## src/verilog/trap_ctl_pkg.sv

```systemverilog
package trap_ctl_pkg;

    // ==================================================================
    // Register offsets (byte addresses, one word each)
    localparam logic [7:0] CSW_OFS      = 8'h00;
    localparam logic [7:0] CCW_OFS      = 8'h04;
    localparam logic [7:0] ICO_OFS      = 8'h08;
    localparam logic [7:0] EVT_STAT_OFS = 8'h0C;
    localparam logic [7:0] EVT_MASK_OFS = 8'h10;

    // ==================================================================
    // Field positions
    localparam int LEVEL_LSB    = 5;
    localparam int LEVEL_MSB    = 7;
    localparam int TOP_BIT_POS  = 3;
    localparam int NEST_POS     = 15;
    localparam int OVA_FLAG_POS = 14;
    localparam int OVB_FLAG_POS = 13;
    localparam int CATA_POS     = 12;
    localparam int CATB_POS     = 11;
    localparam int OVA_EN_POS   = 10;
    localparam int OVB_EN_POS   = 9;
    localparam int CAT_EN_POS   = 8;
    localparam int SHIFT_POS    = 7;
    localparam int DIV0_POS     = 6;
    localparam int DMA_POS      = 5;
    localparam int MATH_POS     = 4;

    // ==================================================================
    // Reset values and masks
    localparam logic [15:0] ICO_RESET   = 16'h0000;
    localparam logic [15:0] ICO_RW_MASK = 16'hFFF0;
    localparam logic [2:0]  LEVEL_RESET = 3'h0;

    // ==================================================================
    // Event status bits
    localparam int NUM_EVENTS = 7;
    localparam int EV_OVA     = 0;
    localparam int EV_OVB     = 1;
    localparam int EV_CATA    = 2;
    localparam int EV_CATB    = 3;
    localparam int EV_SHIFT   = 4;
    localparam int EV_DIV0    = 5;
    localparam int EV_DMA     = 6;

    // ==================================================================
    // Carriers
    typedef struct packed {
        logic acc_a_ovf;
        logic acc_b_ovf;
        logic acc_a_cat;
        logic acc_b_cat;
        logic bad_shift;
        logic div_zero;
        logic dma_fault;
    } trap_events_t;

    typedef struct packed {
        logic       load;
        logic [3:0] level;
    } level_load_t;

    typedef struct packed {
        logic       pending;
        logic [2:0] prio;
    } irq_req_t;

    typedef enum logic [1:0] {
        BUS_IDLE,
        BUS_WRITE,
        BUS_READ_WAIT,
        BUS_READ_DONE
    } bus_phase_t;

    typedef struct packed {
        logic [2:0]            cpu_level_low_bits;
        logic                  cpu_level_top_bit;
        logic [15:0]           interrupt_control_one;
        logic [NUM_EVENTS-1:0] evt_stat;
        logic [NUM_EVENTS-1:0] evt_mask;
        bus_phase_t            phase;
        logic [7:0]            ph_addr;
        logic [31:0]           rdata;
        logic                  irq_take;
        logic                  trap_req;
    } state_t;

endpackage : trap_ctl_pkg
```

## src/verilog/cpu_priority_trap_status.sv

```systemverilog
// The AHB-Lite slave port and the register addresses were decided locally.
`timescale 1ns/1ps
// Notes on behaviour
// - Current CPU level lives in bits 7..5 of the core status word; 111 blocks users.
// - Effective four-bit level puts core control bit 3 above the three status bits.
// - With the top level bit set, every user interrupt is blocked.
// - Software writes to the three level bits are ignored while nesting is disabled.
// - Core control bit 3 shows level above 7; resets zero; software may only clear.
// - Control bit 15 disables interrupt nesting when set; resets to zero.
// - Bit 14 flags a trap caused by accumulator A overflow.
// - Bit 13 flags a trap caused by accumulator B overflow.
// - Bits 12 and 11 flag catastrophic overflow traps of accumulators A and B.
// - Overflow traps for A and B need enables at bits 10 and 9; both reset zero.
// - Catastrophic overflow traps need enable bit 8.
// - Bit 7 flags a math trap caused by an invalid accumulator shift.
// - Bit 6 flags a math trap caused by division by zero.
// - Bit 5 flags a DMA controller error trap.
// - Bit 4 flags any math error trap.
// - Software can never set the top level bit.
// - Software changes the CPU level by writing the three status-word bits.
module cpu_priority_trap_status (
    // Clock and reset
    input  wire logic                       hclk,
    input  wire logic                       hresetn,
    // AHB-Lite slave
    input  wire logic                       hsel,
    input  wire logic [31:0]                haddr,
    input  wire logic [1:0]                 htrans,
    input  wire logic                       hwrite,
    input  wire logic [2:0]                 hsize,
    input  wire logic [31:0]                hwdata,
    input  wire logic                       hready,
    output logic                            hreadyout,
    output logic                            hresp,
    output logic [31:0]                     hrdata,
    // Core arithmetic and exception logic
    input  trap_ctl_pkg::trap_events_t      trap_events,
    input  trap_ctl_pkg::level_load_t       level_load,
    input  trap_ctl_pkg::irq_req_t          irq_req,
    output logic [3:0]                      cpu_level,
    output logic                            nesting_disable,
    output logic                            trap_req,
    output logic                            irq_take,
    // Interrupt to software
    output logic                            irq
);
    import trap_ctl_pkg::*;

    state_t st_q;
    state_t st_d;

    // ==================================================================
    // Helpers
    function automatic logic [3:0] eff_level(input state_t s);
        eff_level = {s.cpu_level_top_bit, s.cpu_level_low_bits};
    endfunction : eff_level

    function automatic logic [31:0] read_word(input logic [7:0] a, input state_t s);
        logic [31:0] w;
        w = 32'h0000_0000;
        case (a)
            CSW_OFS:      w[LEVEL_MSB:LEVEL_LSB] = s.cpu_level_low_bits;
            CCW_OFS:      w[TOP_BIT_POS]         = s.cpu_level_top_bit;
            ICO_OFS:      w[15:0]                = s.interrupt_control_one;
            EVT_STAT_OFS: w[NUM_EVENTS-1:0]      = s.evt_stat;
            EVT_MASK_OFS: w[NUM_EVENTS-1:0]      = s.evt_mask;
            default:      w = 32'h0000_0000;
        endcase
        read_word = w;
    endfunction : read_word

    // ==================================================================
    // Next state
    logic                  take_ova;
    logic                  take_ovb;
    logic                  take_cata;
    logic                  take_catb;
    logic                  math_trap;
    logic [NUM_EVENTS-1:0] ev_vec;
    logic                  addr_ok;

    always_comb begin
        st_d = st_q;

        // Overflow traps are gated by their enables; shift and divide always trap
        take_ova  = trap_events.acc_a_ovf & st_q.interrupt_control_one[OVA_EN_POS];
        take_ovb  = trap_events.acc_b_ovf & st_q.interrupt_control_one[OVB_EN_POS];
        take_cata = trap_events.acc_a_cat & st_q.interrupt_control_one[CAT_EN_POS];
        take_catb = trap_events.acc_b_cat & st_q.interrupt_control_one[CAT_EN_POS];
        math_trap = take_ova | take_ovb | take_cata | take_catb
                  | trap_events.bad_shift | trap_events.div_zero;

        ev_vec = '0;
        ev_vec[EV_OVA]   = take_ova;
        ev_vec[EV_OVB]   = take_ovb;
        ev_vec[EV_CATA]  = take_cata;
        ev_vec[EV_CATB]  = take_catb;
        ev_vec[EV_SHIFT] = trap_events.bad_shift;
        ev_vec[EV_DIV0]  = trap_events.div_zero;
        ev_vec[EV_DMA]   = trap_events.dma_fault;

        // Software writes land in the data phase
        if (st_q.phase == BUS_WRITE) begin
            case (st_q.ph_addr)
                CSW_OFS: begin
                    if (!st_q.interrupt_control_one[NEST_POS]) begin
                        st_d.cpu_level_low_bits = hwdata[LEVEL_MSB:LEVEL_LSB];
                    end
                end
                CCW_OFS: begin
                    // Clear only: a one written here is dropped
                    if (!hwdata[TOP_BIT_POS]) begin
                        st_d.cpu_level_top_bit = 1'b0;
                    end
                end
                ICO_OFS:      st_d.interrupt_control_one = hwdata[15:0] & ICO_RW_MASK;
                EVT_STAT_OFS: st_d.evt_stat = st_q.evt_stat & ~hwdata[NUM_EVENTS-1:0];
                EVT_MASK_OFS: st_d.evt_mask = hwdata[NUM_EVENTS-1:0];
                default:      st_d.evt_mask = st_q.evt_mask;
            endcase
        end

        // Hardware sets after the software write so a same-cycle set wins
        if (take_ova)              st_d.interrupt_control_one[OVA_FLAG_POS] = 1'b1;
        if (take_ovb)              st_d.interrupt_control_one[OVB_FLAG_POS] = 1'b1;
        if (take_cata)             st_d.interrupt_control_one[CATA_POS]     = 1'b1;
        if (take_catb)             st_d.interrupt_control_one[CATB_POS]     = 1'b1;
        if (trap_events.bad_shift) st_d.interrupt_control_one[SHIFT_POS]    = 1'b1;
        if (trap_events.div_zero)  st_d.interrupt_control_one[DIV0_POS]     = 1'b1;
        if (trap_events.dma_fault) st_d.interrupt_control_one[DMA_POS]      = 1'b1;
        if (math_trap)             st_d.interrupt_control_one[MATH_POS]     = 1'b1;
        st_d.evt_stat = st_d.evt_stat | ev_vec;

        // Core level load (trap or interrupt entry/return) overrides software;
        // it is the only path that can raise the top bit
        if (level_load.load) begin
            st_d.cpu_level_low_bits = level_load.level[2:0];
            st_d.cpu_level_top_bit  = level_load.level[3];
        end

        st_d.trap_req = math_trap | trap_events.dma_fault;

        // Strict comparison; top bit alone already blocks, checked explicitly too
        st_d.irq_take = irq_req.pending
                      & ~st_q.cpu_level_top_bit
                      & ({1'b0, irq_req.prio} > eff_level(st_q));

        // Bus phase tracking; reads take one wait state so read data comes
        // from a flip-flop and sees any write that just completed
        addr_ok = hsel & htrans[1] & hready;
        case (st_q.phase)
            BUS_READ_WAIT: begin
                st_d.rdata = read_word(st_q.ph_addr, st_q);
                st_d.phase = BUS_READ_DONE;
            end
            default: begin
                if (addr_ok) begin
                    st_d.phase   = hwrite ? BUS_WRITE : BUS_READ_WAIT;
                    st_d.ph_addr = haddr[7:0];
                end else begin
                    st_d.phase = BUS_IDLE;
                end
            end
        endcase
    end

    always_ff @(posedge hclk or negedge hresetn) begin
        if (!hresetn) begin
            st_q.cpu_level_low_bits    <= LEVEL_RESET;
            st_q.cpu_level_top_bit     <= 1'b0;
            st_q.interrupt_control_one <= ICO_RESET;
            st_q.evt_stat              <= '0;
            st_q.evt_mask              <= '0;
            st_q.phase                 <= BUS_IDLE;
            st_q.ph_addr               <= 8'h00;
            st_q.rdata                 <= 32'h0000_0000;
            st_q.irq_take              <= 1'b0;
            st_q.trap_req              <= 1'b0;
        end else begin
            st_q <= st_d;
        end
    end

    // ==================================================================
    // Outputs
    assign hreadyout       = (st_q.phase != BUS_READ_WAIT);
    assign hresp           = 1'b0;
    assign hrdata          = st_q.rdata;
    assign cpu_level       = eff_level(st_q);
    assign nesting_disable = st_q.interrupt_control_one[NEST_POS];
    assign trap_req        = st_q.trap_req;
    assign irq_take        = st_q.irq_take;
    assign irq             = |(st_q.evt_stat & st_q.evt_mask);

endmodule : cpu_priority_trap_status

```

## config.mk

```make
export PLATFORM = sky130hd
export DESIGN_NAME = cpu_priority_trap_status
export DESIGN_NICKNAME = d
export VERILOG_FILES = /design/src/verilog/trap_ctl_pkg.sv /design/src/verilog/cpu_priority_trap_status.sv
export SDC_FILE = /design/constraint.sdc
export NUM_CORES = 1
export LEC_CHECK = 0
export CORE_MARGIN = 2
export CORE_UTILIZATION = 45
export CTS_BUF_LIST = sky130_fd_sc_hd__clkbuf_16
export DETAILED_ROUTE_END_ITERATION = 7
export DONT_BUFFER_PORTS = 1
export GPL_TIMING_DRIVEN = 0
export MAX_ROUTING_LAYER = met4
export SLEW_MARGIN = 20
export SYNTH_ARGS = -nofsm -noshare
export SYNTH_HDL_FRONTEND = slang
export SYNTH_SLANG_ARGS = --single-unit
export TNS_END_PERCENT = 30
```

## constraint.sdc

```tcl
create_clock -name hclk -period 5.2 [get_ports hclk]
set_clock_uncertainty 0.2 [all_clocks]
set_input_delay 1.04 -clock hclk [delete_from_list [all_inputs] [get_ports hclk]]
set_output_delay 1.04 -clock hclk [all_outputs]
set_load 0.02 [all_outputs]
```

# Word-level counts from Yosys, hierarchy flattened
# Index checks and enable logic that the tools add are counted.
[word_totals]
reg_bits = 58
out_inout_bits = 42
in_bits = 90
ramBits = 0
elab_cells = 108
mem_bits_ro = 0
memories = 0
latch_bits = 0
[classes]
bitwise = 20
addsub = 0
n_div = 0
n_mux = 26
n_eq_ne = 9
reduce_logical = 34
magnitude_cmp = 1
shifts = 0
multipliers = 0
[op_table]
columns = ["op", "count"]
rows = [
  ["$reduce_bool A2 Y1", 19],
  ["$mux W34", 1],
  ["$reduce_and A2 Y1", 11],
  ["$eq A8 B4 Y1 const B", 2],
  ["$mux W16", 1],
  ["$and A7 B7 Y7", 2],
  ["$mux W7", 2],
  ["$mux W1", 10],
  ["$and A1 B1 Y1", 8],
  ["$eq A8 B3 Y1 const B", 1],
  ["$eq A8 B5 Y1 const B", 1],
  ["$logic_not A8 Y1", 1],
  ["$mux W8", 1],
  ["$pmux W2 S4", 1],
  ["$not A7 Y7", 1],
  ["$or A7 B7 Y7", 1],
  ["$reduce_or A7 Y1", 1],
  ["$mux W2", 3],
  ["$mux W3", 2],
  ["$or A1 B1 Y1", 6],
  ["$pmux W1 S3", 2],
  ["$pmux W3 S2", 1],
  ["$reduce_and A3 Y1", 2],
  ["$gt A3 B4 Y1", 1],
  ["7 further kinds", 9],
]

# Depth between registers and ports, before layout
# Gate-level depths: netlist (run 1).
[depth]
ltp_word = 8
depth_mapped = 5
depth_no_buf = 5

# Least setup slack after synthesis (run 1)
# Ideal clock, no wire load.
[synth_path]
path_type = "register to output"
start = "register st_q[43] (netlist name)"
end = "output hreadyout"
required_ns = 3.960
path_buffers = 1
t_arrival_ns = 1.055
stages_incl_launch_ff = 4
setup_slack_ns = 2.905
path_cell_list = "dfrtp_1 nor2b_1 clkinv_1 clkbuf_1"
[synth_between]
elab_chain_cells = 1
[synth_lines]
columns = ["item", "line_no", "rtl"]
rows = [
  ["from (decl)", "cpu_priority_trap_status.sv:49", "state_t st_q;"],
  ["from (signal assigned)", "cpu_priority_trap_status.sv:180", "st_q <= st_d;"],
  ["$ne A2 B2 Y1", "cpu_priority_trap_status.sv:186", "assign hreadyout = (st_q.phase != BUS_READ_WAIT);"],
  ["to (decl)", "cpu_priority_trap_status.sv:33", "output logic hreadyout,"],
]
# Every way passes these cells.

# Worst setup path after layout (run 1)
# Ends and elaborated chain as after synthesis.

==> impl_metrics.ini, run 1 <==
[layout]
drive_above_1_share_pct = 26.1
antenna_cells = 0
nets = 397
syn_to_final_growth_pct = 13.0
post-route-cell-area_um2 = 3440

[synthesis]
yosysSeqAreaShare_pct = 47.6
synth_enable_flop_cells = 0
synthCells = 277
synth_ff_type = dfrtp_1
synth-async-reset-ratio_pct = 100
yosys_warnings = 0
synth_common_cells = 58 x dfrtp_1, 37 x buf_4, 23 x mux2_2
netlist-cell-type-count = 48
avgSynthCellArea_um2 = 11.0
syn_area_um2 = 3050
synth_area_leaders = dfrtp_1 48%, buf_4 9.1%, mux2_2 8.5%
synth_top_area_share_pct = 47.6
ys_seq_elements = 58
yosysMostFrequentCell = dfrtp_1
yosys.area.top_type = dfrtp_1

[sta]
fmax_mhz = 342
hold_viol_final = 0
maxSlewViolCount = 0
worst_pin_slew_ns = 0.962
holdWs_ns = 0.216
setup_viol = 0
finalCritPeriodShare_pct = 56.2
tns_ns = 0
min_period_ns = 2.92
rsz0062_at_grt = no
slew_headroom_pct = 35.3

[die]
core_um2 = 6460
die_y_um = 86.3
die_x_um = 86.3
initial_core_util_pct = 47.2
row_count = 29
num_io_pins = 132
die_area_um2 = 7450

[setup_path]
reg2reg_to = st_q[44]
crit_family = buffers and inverters
regToRegStartpoint = st_q[36]
cp_data_arrival_time_ns = 1.68
cp_max_fo = 10
cp-start-kind = flip-flop
worstSetupEndpointType = output port
worst_path_max_delay_cell = clkbuf_1
rr_worst_depth = 5
worstPathRequired_ns = 3.96
path_class = reg2out
cpPeakStageDelay_ns = 0.56
critPathBufInv = 2
cp_cell_sequence = nor2b_1 > clkinv_1 > clkbuf_1
rrSetupSlack_ns = 2.70

[grt]
grt_max_degree = 59
overflow = 0
grt_pass1_vias = 2135
grt_usage_pct = 21.2
grt_pass1_wl_mm = 11.4
antenna_found_initial = 0

[routing]
drt-initial-drc-count = 197
post-route-drc-count = 0
num_vias = 2197
antenna_left = 0
drt-total-wl_mm = 7.29
drt_pass1_iterations = 4
wl_per_cell_um = 19.0
viasPerCell = 5.74

[clock_network]
clk_pin_slew_ns = 0.05
clock_latency_ns = 0.32
cts_htree_levels = 3
cts_resized = 0
cts_tree = built
cts_max_path_buffers = 2
clock_tree.root_cell = clkbuf_16
numCtsBuffers = 9
cts_setup_buffers = 0
cts_sinks = 58
postCtsHoldBufs = 0

[power]
peakVddDrop_mv = 0.223
p_leak_nw = 1.57
p_total_w = 0.00145
power.density_nw_per_um2 = 421

[placement]
place_congestion = 0.835
hpwl_mm = 5.45
placed_area_um2 = 3200
io_buffer_count = 0

[hold_path]
hold_path.class = in2async

[outcome]
status = complete, no violations

[run]
max_cap_violations = 0
cell usage in the layout, fill, tap and decap left out, types with 6 or more instances in the layout:
master	netlist	final
dfrtp_1	58	58
buf_4	37	37
mux2_2	23	23
nand2_1	17	17
conb_1	1	17
inv_1	12	14
clkbuf_16	0	9
clkbuf_1	8	8
nor2_1	8	8
nor4_1	8	8
a22o_1	8	8
o41ai_1	7	7
o31ai_1	7	7
mux2i_1	7	7
o21ai_0	6	6
layer usage:
metal / track usage, % / share of wire, % / vias up
li1: - / - / 1026
met1: 28.7 / 43 / 1076
met2: 30.2 / 46 / 88
met3: 7.81 / 9.6 / 7
met4: 5.54 / 0.84 / 0
met5: - / 0 / -
where the power goes:
group	leakage (nW)	internal, W	switching (W)	total [W]
clock network	0.125	0.000305	0.000175	0.000480
registers	0.711	0.000536	0.0000799	0.000616
logic	0.734	0.000144	0.000211	0.000355
total	1.57	0.000985	0.000466	0.00145
worst max-delay path by stage:
| stage | slack (ns) | from | to | cells after the start |
|---|---|---|---|---|
| after global routing | 2.15 | st_q[43] | hreadyout | 3 |
| after CTS | 2.26 | st_q[43] | hreadyout | 3 |
| after global placement | 2.60 | st_q[43] | hreadyout | 3 |
| final | 2.28 | st_q[43] | hreadyout | 3 |
| after detailed placement | 2.60 | st_q[43] | hreadyout | 3 |
| after floorplan | 2.90 | st_q[43] | hreadyout | 3 |
cells by family after synthesis:
family,Yosys count,share of synthesized area [%]
adders and majority gates,3,1.23
DFF,58,47.6
AOI/OAI and AO/OA,57,14.8
other,1,0.123
buffers and inverters,63,12.9
and+or+nand+nor,65,12.5
muxes,30,10.8
per-stage QoR:
stage | std cells | worst slack (ns) | utilization [%]
4_1_cts | 383 | 2.26 | 53.3
2_1_floorplan | 293 | 2.90 | -
3_3_place_gp | 370 | 2.60 | 49.6
6_report | 383 | 2.28 | 53.3
5_1_grt | 383 | 2.15 | 53.3
3_5_place_dp | 370 | 2.60 | 49.6
registers in the layout, summed over array words and instances (netlist names):
signal,flops
st_q,35
hrdata,16
trap_req,1
nesting_disable,1
cpu_level,4
irq_take,1
worst reg2reg max path, stage by stage, from the launching register on:
cell	delay, ns
dfrtp_1	0.35
buf_2	0.19
nor3b_1	0.76
and4_1	0.29
buf_2	0.23
mux2_2	0.37
area by class of cell:
| cell class | instances | area [µm²] |
|---|---|---|
| fillers | 599 | 3010 |
| flip-flops and latches | 58 | 1450 |
| multi-input cells | 172 | 1260 |
| plain buffers | 50 | 345 |
| clock buffers | 9 | 225 |
| well taps | 77 | 96.3 |
| inverters | 13 | 48.8 |
| clock inverters | 4 | 15.0 |
(Power assumes the default switching activity.)
==> inputs of run 2 (changes only) <==
--- a/config.mk
+++ b/config.mk
@@ -5,6 +5,7 @@
 export SDC_FILE = /design/constraint.sdc
 export NUM_CORES = 1
 export LEC_CHECK = 0
+export ABC_AREA = 1
 export CORE_MARGIN = 2
 export CORE_UTILIZATION = 45
 export CTS_BUF_LIST = sky130_fd_sc_hd__clkbuf_16
==> constraint.sdc (replaced) <==
create_clock -name hclk -period 2.81 [get_ports hclk]
set_clock_uncertainty 0.2 [all_clocks]
set_input_delay 0.562 -clock hclk [delete_from_list [all_inputs] [get_ports hclk]]
set_output_delay 0.562 -clock hclk [all_outputs]
set_load 0.02 [all_outputs]
==> run 2 against run 1 <==
Clock power increased by 120%. Core utilization increased by 1.2 points. Highest routed layer unchanged. Final area increased by 1.6%. Sequential share of layout area decreased by 0.66 points. Total power increased by 73%. Cell count increased by 22%. Register-to-register slack got worse by 1.5 ns. Global-route usage decreased by 1.4 points. Non-clock buffer count decreased by 5. Critical path type unchanged.
==> impl_metrics.ini, run 2 <==
[clock_network]
cts_setup_buffers = 0
cts_resized = 0
clk_pin_slew_ns = 0.05
clock_latency_ns = 0.32
cts_tree = built
cts_max_path_buffers = 2
clock_tree.root_cell = clkbuf_16
cts_htree_levels = 3
cts_sinks = 58
numCtsBuffers = 9

[grt]
grt_pass1_wl_mm = 10.9
grt_usage_pct = 19.8
overflow = 0
antenna_found_initial = 0
grt_pass1_vias = 2237
grt_max_degree = 59

[synthesis]
synth_enable_flop_cells = 0
synth_top_area_share_pct = 48.1
synth_compound_area_share_pct = 9.65
synth_top_family_by_area = simple AND/OR/NAND/NOR gates
yosys_warnings = 0
synth.mux.area_fraction_pct = 0.373
yosysSeqAreaShare_pct = 48.1
synth_area_leaders = dfrtp_1 48%, nand2_1 13%, buf_4 9.4%
synth_ff_type = dfrtp_1
syn_area_um2 = 3020
netlist-cell-type-count = 31
ys_seq_elements = 58
synthCells = 358
synthAdderAreaFrac_pct = 1.24
yosysMostFrequentCell = nand2_1
synth_common_cells = 104 x nand2_1, 58 x dfrtp_1, 38 x buf_4
yosys.area.top_type = dfrtp_1
yosys.area_share.simple_pct = 25.8
avgSynthCellArea_um2 = 8.44
synth-xor-area-share_pct = 0
synth-async-reset-ratio_pct = 100

[sta]
rsz0062_at_grt = no
fmax_mhz = 458
tns_ns = 0
maxSlewViolCount = 0
setup_viol = 0
min_period_ns = 2.18
finalCritPeriodShare_pct = 77.7
hold_viol_final = 0

[hold_path]
hold_path.class = in2reg
hp-start = trap_events[1]
holdPathEnd = st_q[56]
whs_path_depth = 2

[power]
clockPowerShare_pct = 41.7
p_seq_share_pct = 39.0
switching_share_pct = 30.1
peakVddDrop_mv = 0.364
combPwrFrac_pct = 19.3
p_leak_nw = 1.67
p_int_w = 0.00176
power.density_nw_per_um2 = 718
power.switching_w = 0.000756

[routing]
drt_pass1_iterations = 4
num_vias = 2319
viasPerCell = 4.94
antenna_left = 0
drt-initial-drc-count = 107
wl_per_cell_um = 14.1
drt-total-wl_mm = 6.63
post-route-drc-count = 0

[setup_path]
cp_cell_sequence = nand2_1 > nand2_1 > a221oi_1 > nand4_1
cp_max_fo = 3
crit_family = simple AND/OR/NAND/NOR gates
worstSetupEndpointType = output port
critPathBufInv = 0
worst_path_max_delay_cell = dfrtp_1
cp_data_arrival_time_ns = 1.42
cpPeakStageDelay_ns = 0.40
worstPathRequired_ns = 2.05
reg2reg_to = st_q[70]
regToRegStartpoint = st_q[36]
path_class = reg2out
cp-start-kind = flip-flop
rr_worst_depth = 8
cpMostUsedCell = nand2_1
rrSetupSlack_ns = 1.18

[die]
initial_core_util_pct = 47.0
die_y_um = 85.9
die_area_um2 = 7380
num_io_pins = 132
core_um2 = 6420
row_count = 29
die_x_um = 85.9

[layout]
post-route-cell-area_um2 = 3500
syn_to_final_growth_pct = 15.9
antenna_cells = 0
final_util_pct = 54.5
nets = 480
instances_no_fill = 469
regMostFlops = st_q
final_common_cell = nand2_1
drive_above_1_share_pct = 20.2
fill_cells = 630
largest_reg_flops = 35
mostFrequentLayoutCells = 104 x nand2_1, 58 x dfrtp_1, 38 x buf_4, 33 x nand3_1, 26 x o21ai_0

[placement]
place_congestion = 0.806
placed_area_um2 = 3180
post-place-cells = 451
io_buffer_count = 0
hpwl_mm = 4.93

[outcome]
status = complete, no violations

[run]
max_cap_violations = 0
## run 2: changes by cell type after synthesis, sizes merged, moves of 11 or more
| cell | before | now |
|---|---|---|
| nor2 | 8 | 23 |
| mux2 | 23 | 1 |
| a21oi | 1 | 12 |
| nand3 | 4 | 35 |
| o21ai | 6 | 30 |
| nand2 | 17 | 111 |
| inv | 12 | 27 |
## run 2: worst max path at each step
stage                     slack [ns]  cells after the start   to     start
after floorplan                 1.13                      4  irq  st_q[53]
after global placement          0.97                      4  irq  st_q[53]
after detailed placement        0.97                      4  irq  st_q[53]
after CTS                       0.62                      4  irq  st_q[53]
after global routing            0.58                      4  irq  st_q[53]
final                           0.63                      4  irq  st_q[53]
## run 2: repair_timing
action	in CTS	in global routing
hold buffers	2	0
endpoints found under the setup margin	0	0
hold endpoints to repair	58	0
## run 2: logic make-up (layout without fill, tap and decap cells)
kind of cell,after synthesis,in the layout
compound gates,51,51
mux,1,1
buf+inv,71,89
other cells,1,17
flops,58,58
fa+ha+maj,3,3
simple gates,173,173
## run 2: worst reg2reg max path: cells and delay by family (launching register included)
kind                   cells  cell delay, ns
flip-flops                 1            0.41
buffers and inverters      3            0.37
AND/OR/NAND/NOR            5            0.60
## run 2: per-layer routing
layer / vias to the layer above / track usage (%) / wire (µm)
met3: 10 / 5.00 / 455
met5: - / - / 0
met1: 1071 / 25.6 / 3010
li1: 1167 / - / -
met4: 0 / 8.66 / 129
met2: 71 / 29.5 / 3030
## run 2: area by class of cell
| class | count | area (µm²) | share of cell area (%) |
|---|---|---|---|
| inverters | 28 | 115 | 3.29 |
| repair buffers | 2 | 37.5 | 1.07 |
| plain buffers | 43 | 330 | 9.44 |
| clock buffers | 9 | 225 | 6.44 |
| well taps | 77 | 96.3 | 2.75 |
| clock inverters | 7 | 60.1 | 1.72 |
| multi-input cells | 245 | 1180 | 33.8 |
| flip-flops and latches | 58 | 1450 | 41.5 |
## run 2: power by group through the flow
stage | logic [W] | clock network, W | registers [W]
detailed placement | 0.000465 | 0 | 0.000996
floorplan | 0.000395 | 0 | 0.000980
global placement | 0.000458 | 0 | 0.000993
global route | 0.000540 | 0.00110 | 0.000994
CTS | 0.000491 | 0.00107 | 0.000981
finish | 0.000484 | 0.00105 | 0.000981
## run 2: metrics by stage
stage | total power, W | setup WS (ns) | hold WS (ns)
floorplan | 0.00137 | 1.13 | 0.0664
global placement | 0.00145 | 0.971 | 0.0684
detailed placement | 0.00146 | 0.966 | 0.0684
CTS | 0.00254 | 0.618 | 0.131
global route | 0.00263 | 0.584 | 0.131
finish | 0.00251 | 0.626 | 0.137
==> inputs of run 3 (changes only) <==
==> constraint.sdc (replaced) <==
create_clock -name hclk -period 2.1 [get_ports hclk]
set_clock_uncertainty 0.2 [all_clocks]
set_input_delay 0.42 -clock hclk [delete_from_list [all_inputs] [get_ports hclk]]
set_output_delay 0.42 -clock hclk [all_outputs]
set_load 0.02 [all_outputs]
==> run 3 against run 2 <==
Critical path type unchanged. Worst setup slack got worse by 0.56 ns. Non-clock buffer count rose by 3. Combinational power rose by 35%. Largest power group unchanged. Sequential cell count did not move. Register-to-register slack got worse by 0.71 ns. Final area rose by 0.86%. Clock power rose by 33%. Global-route usage rose by 0.15 points. Die area did not move. Core utilization rose by 0.47 points. Wire length rose by 0.60%.
==> impl_metrics.ini, run 3 (synthesis gave the netlist of run 2 again) <==
[power]
p_total_w = 0.00337
clockPowerShare_pct = 41.6
peakVddDrop_mv = 0.487
p_seq_share_pct = 39.0
power.switching_w = 0.00101
combPwrFrac_pct = 19.4
power.density_nw_per_um2 = 953
switching_share_pct = 30.0
p_leak_nw = 1.68
p_int_w = 0.00235

[placement]
hpwl_mm = 4.93
place_ws_ns = 0.398
io_buffer_count = 0
post-place-cells = 451
place_congestion = 0.806

[routing]
num_vias = 2324
drt-initial-drc-count = 100
post-route-drc-count = 0
viasPerCell = 4.92
antenna_left = 0
wl_per_cell_um = 14.1
drt_pass1_iterations = 4
drt-total-wl_mm = 6.67

[clock_network]
cts_tree = built
clock_latency_ns = 0.32
cts_resized = 0
numCtsBuffers = 9
clk_pin_slew_ns = 0.05
clock_tree.root_cell = clkbuf_16
cts_max_path_buffers = 2
cts_htree_levels = 3
cts_setup_buffers = 0
cts_sinks = 58

[outcome]
status = complete, no violations

[sta]
finalCritPeriodShare_pct = 96.9
fmax_mhz = 491
hold_viol_final = 0
setup_slack_ns = 0.0654
holdWs_ns = 0.00805
rsz0062_at_grt = no
min_period_ns = 2.03
maxSlewViolCount = 0
setup_viol = 0
tns_ns = 0

[layout]
largest_reg_flops = 35
final_common_cell = nand2_1
mostFrequentLayoutCells = 104 x nand2_1, 58 x dfrtp_1, 38 x buf_4, 33 x nand3_1, 26 x o21ai_0
antenna_cells = 0
syn_to_final_growth_pct = 16.9
instances_no_fill = 472
nets = 483
fill_cells = 628
regMostFlops = st_q
drive_above_1_share_pct = 20.0

[run]
max_cap_violations = 0

[setup_path]
worstSetupEndpointType = output port
cp_data_arrival_time_ns = 1.41
regToRegStartpoint = st_q[36]
path_class = reg2out
worstPathRequired_ns = 1.48
cp_max_fo = 3
cp-start-kind = flip-flop
crit_start = st_q[53]

[grt]
grt_max_degree = 59
antenna_found_initial = 0
grt_usage_pct = 20.0
overflow = 0
grt_pass1_wl_mm = 11.0
grt_pass1_vias = 2257

[hold_path]
hp-start = trap_events[0]
hold_path.class = in2reg

[die]
core_um2 = 6420
num_io_pins = 132
die_y_um = 85.9
row_count = 29
die_area_um2 = 7380
initial_core_util_pct = 47.0
die_x_um = 85.9
run 3: cell type report:
class                      count  area (µm²)  area share (%)
inverter                      28         115            3.26
clock inverter                 7        60.1            1.70
tap                           77        96.3            2.73
buffer                        43         330            9.36
timing repair buffer           5        67.6            1.91
sequential                    58        1450            41.1
multi-input combinational    245        1180            33.5
clock buffer                   9         225            6.38
run 3: worst max-delay path: stages (launching register included):
cell      delay, ns
dfrtp_1        0.40
nand2_1        0.07
nand2_1        0.05
a221oi_1       0.24
nand4_1        0.33
run 3: layer usage:
| metal | GRT usage [%] | vias to the layer above | wire [µm] |
|---|---|---|---|
| li1 | - | 1171 | - |
| met3 | 4.91 | 11 | 474 |
| met4 | 8.66 | 0 | 124 |
| met2 | 29.8 | 72 | 3030 |
| met5 | - | - | 0 |
| met1 | 25.9 | 1070 | 3040 |
run 3: timing repair:
| item | CTS | global route |
|---|---|---|
| setup endpoints to repair | 0 | 0 |
| hold buffers | 5 | 0 |
| endpoints found under the hold margin | 61 | 0 |
run 3: final timing paths:
kind	to	slack, ns	cells past startpoint
worst max-delay path	irq	0.07	4
worst min-delay path	st_q[57]	0.008	2
worst max register to register	st_q[70]	0.47	8
worst min register to register	hrdata[6]	0.28	2
max in group asynchronous	irq_take	1.00	2
min in group asynchronous	hrdata[1]	0.42	2
run 3: stage by stage:
stage	utilization, %	cell area (µm²)
after CTS	55.0	3530
after detailed placement	49.5	3180
after global placement	49.5	3180
after floorplan	-	3080
after global routing	55.0	3530
final	55.0	3530
run 3: power groups by stage:
stage	Clock, W	Combinational [W]	Sequential (W)
floorplan	0	0.000528	0.00131
finish	0.00140	0.000653	0.00131
CTS	0.00143	0.000661	0.00131
global placement	0	0.000613	0.00133
global route	0.00147	0.000729	0.00133
detailed placement	0	0.000623	0.00133
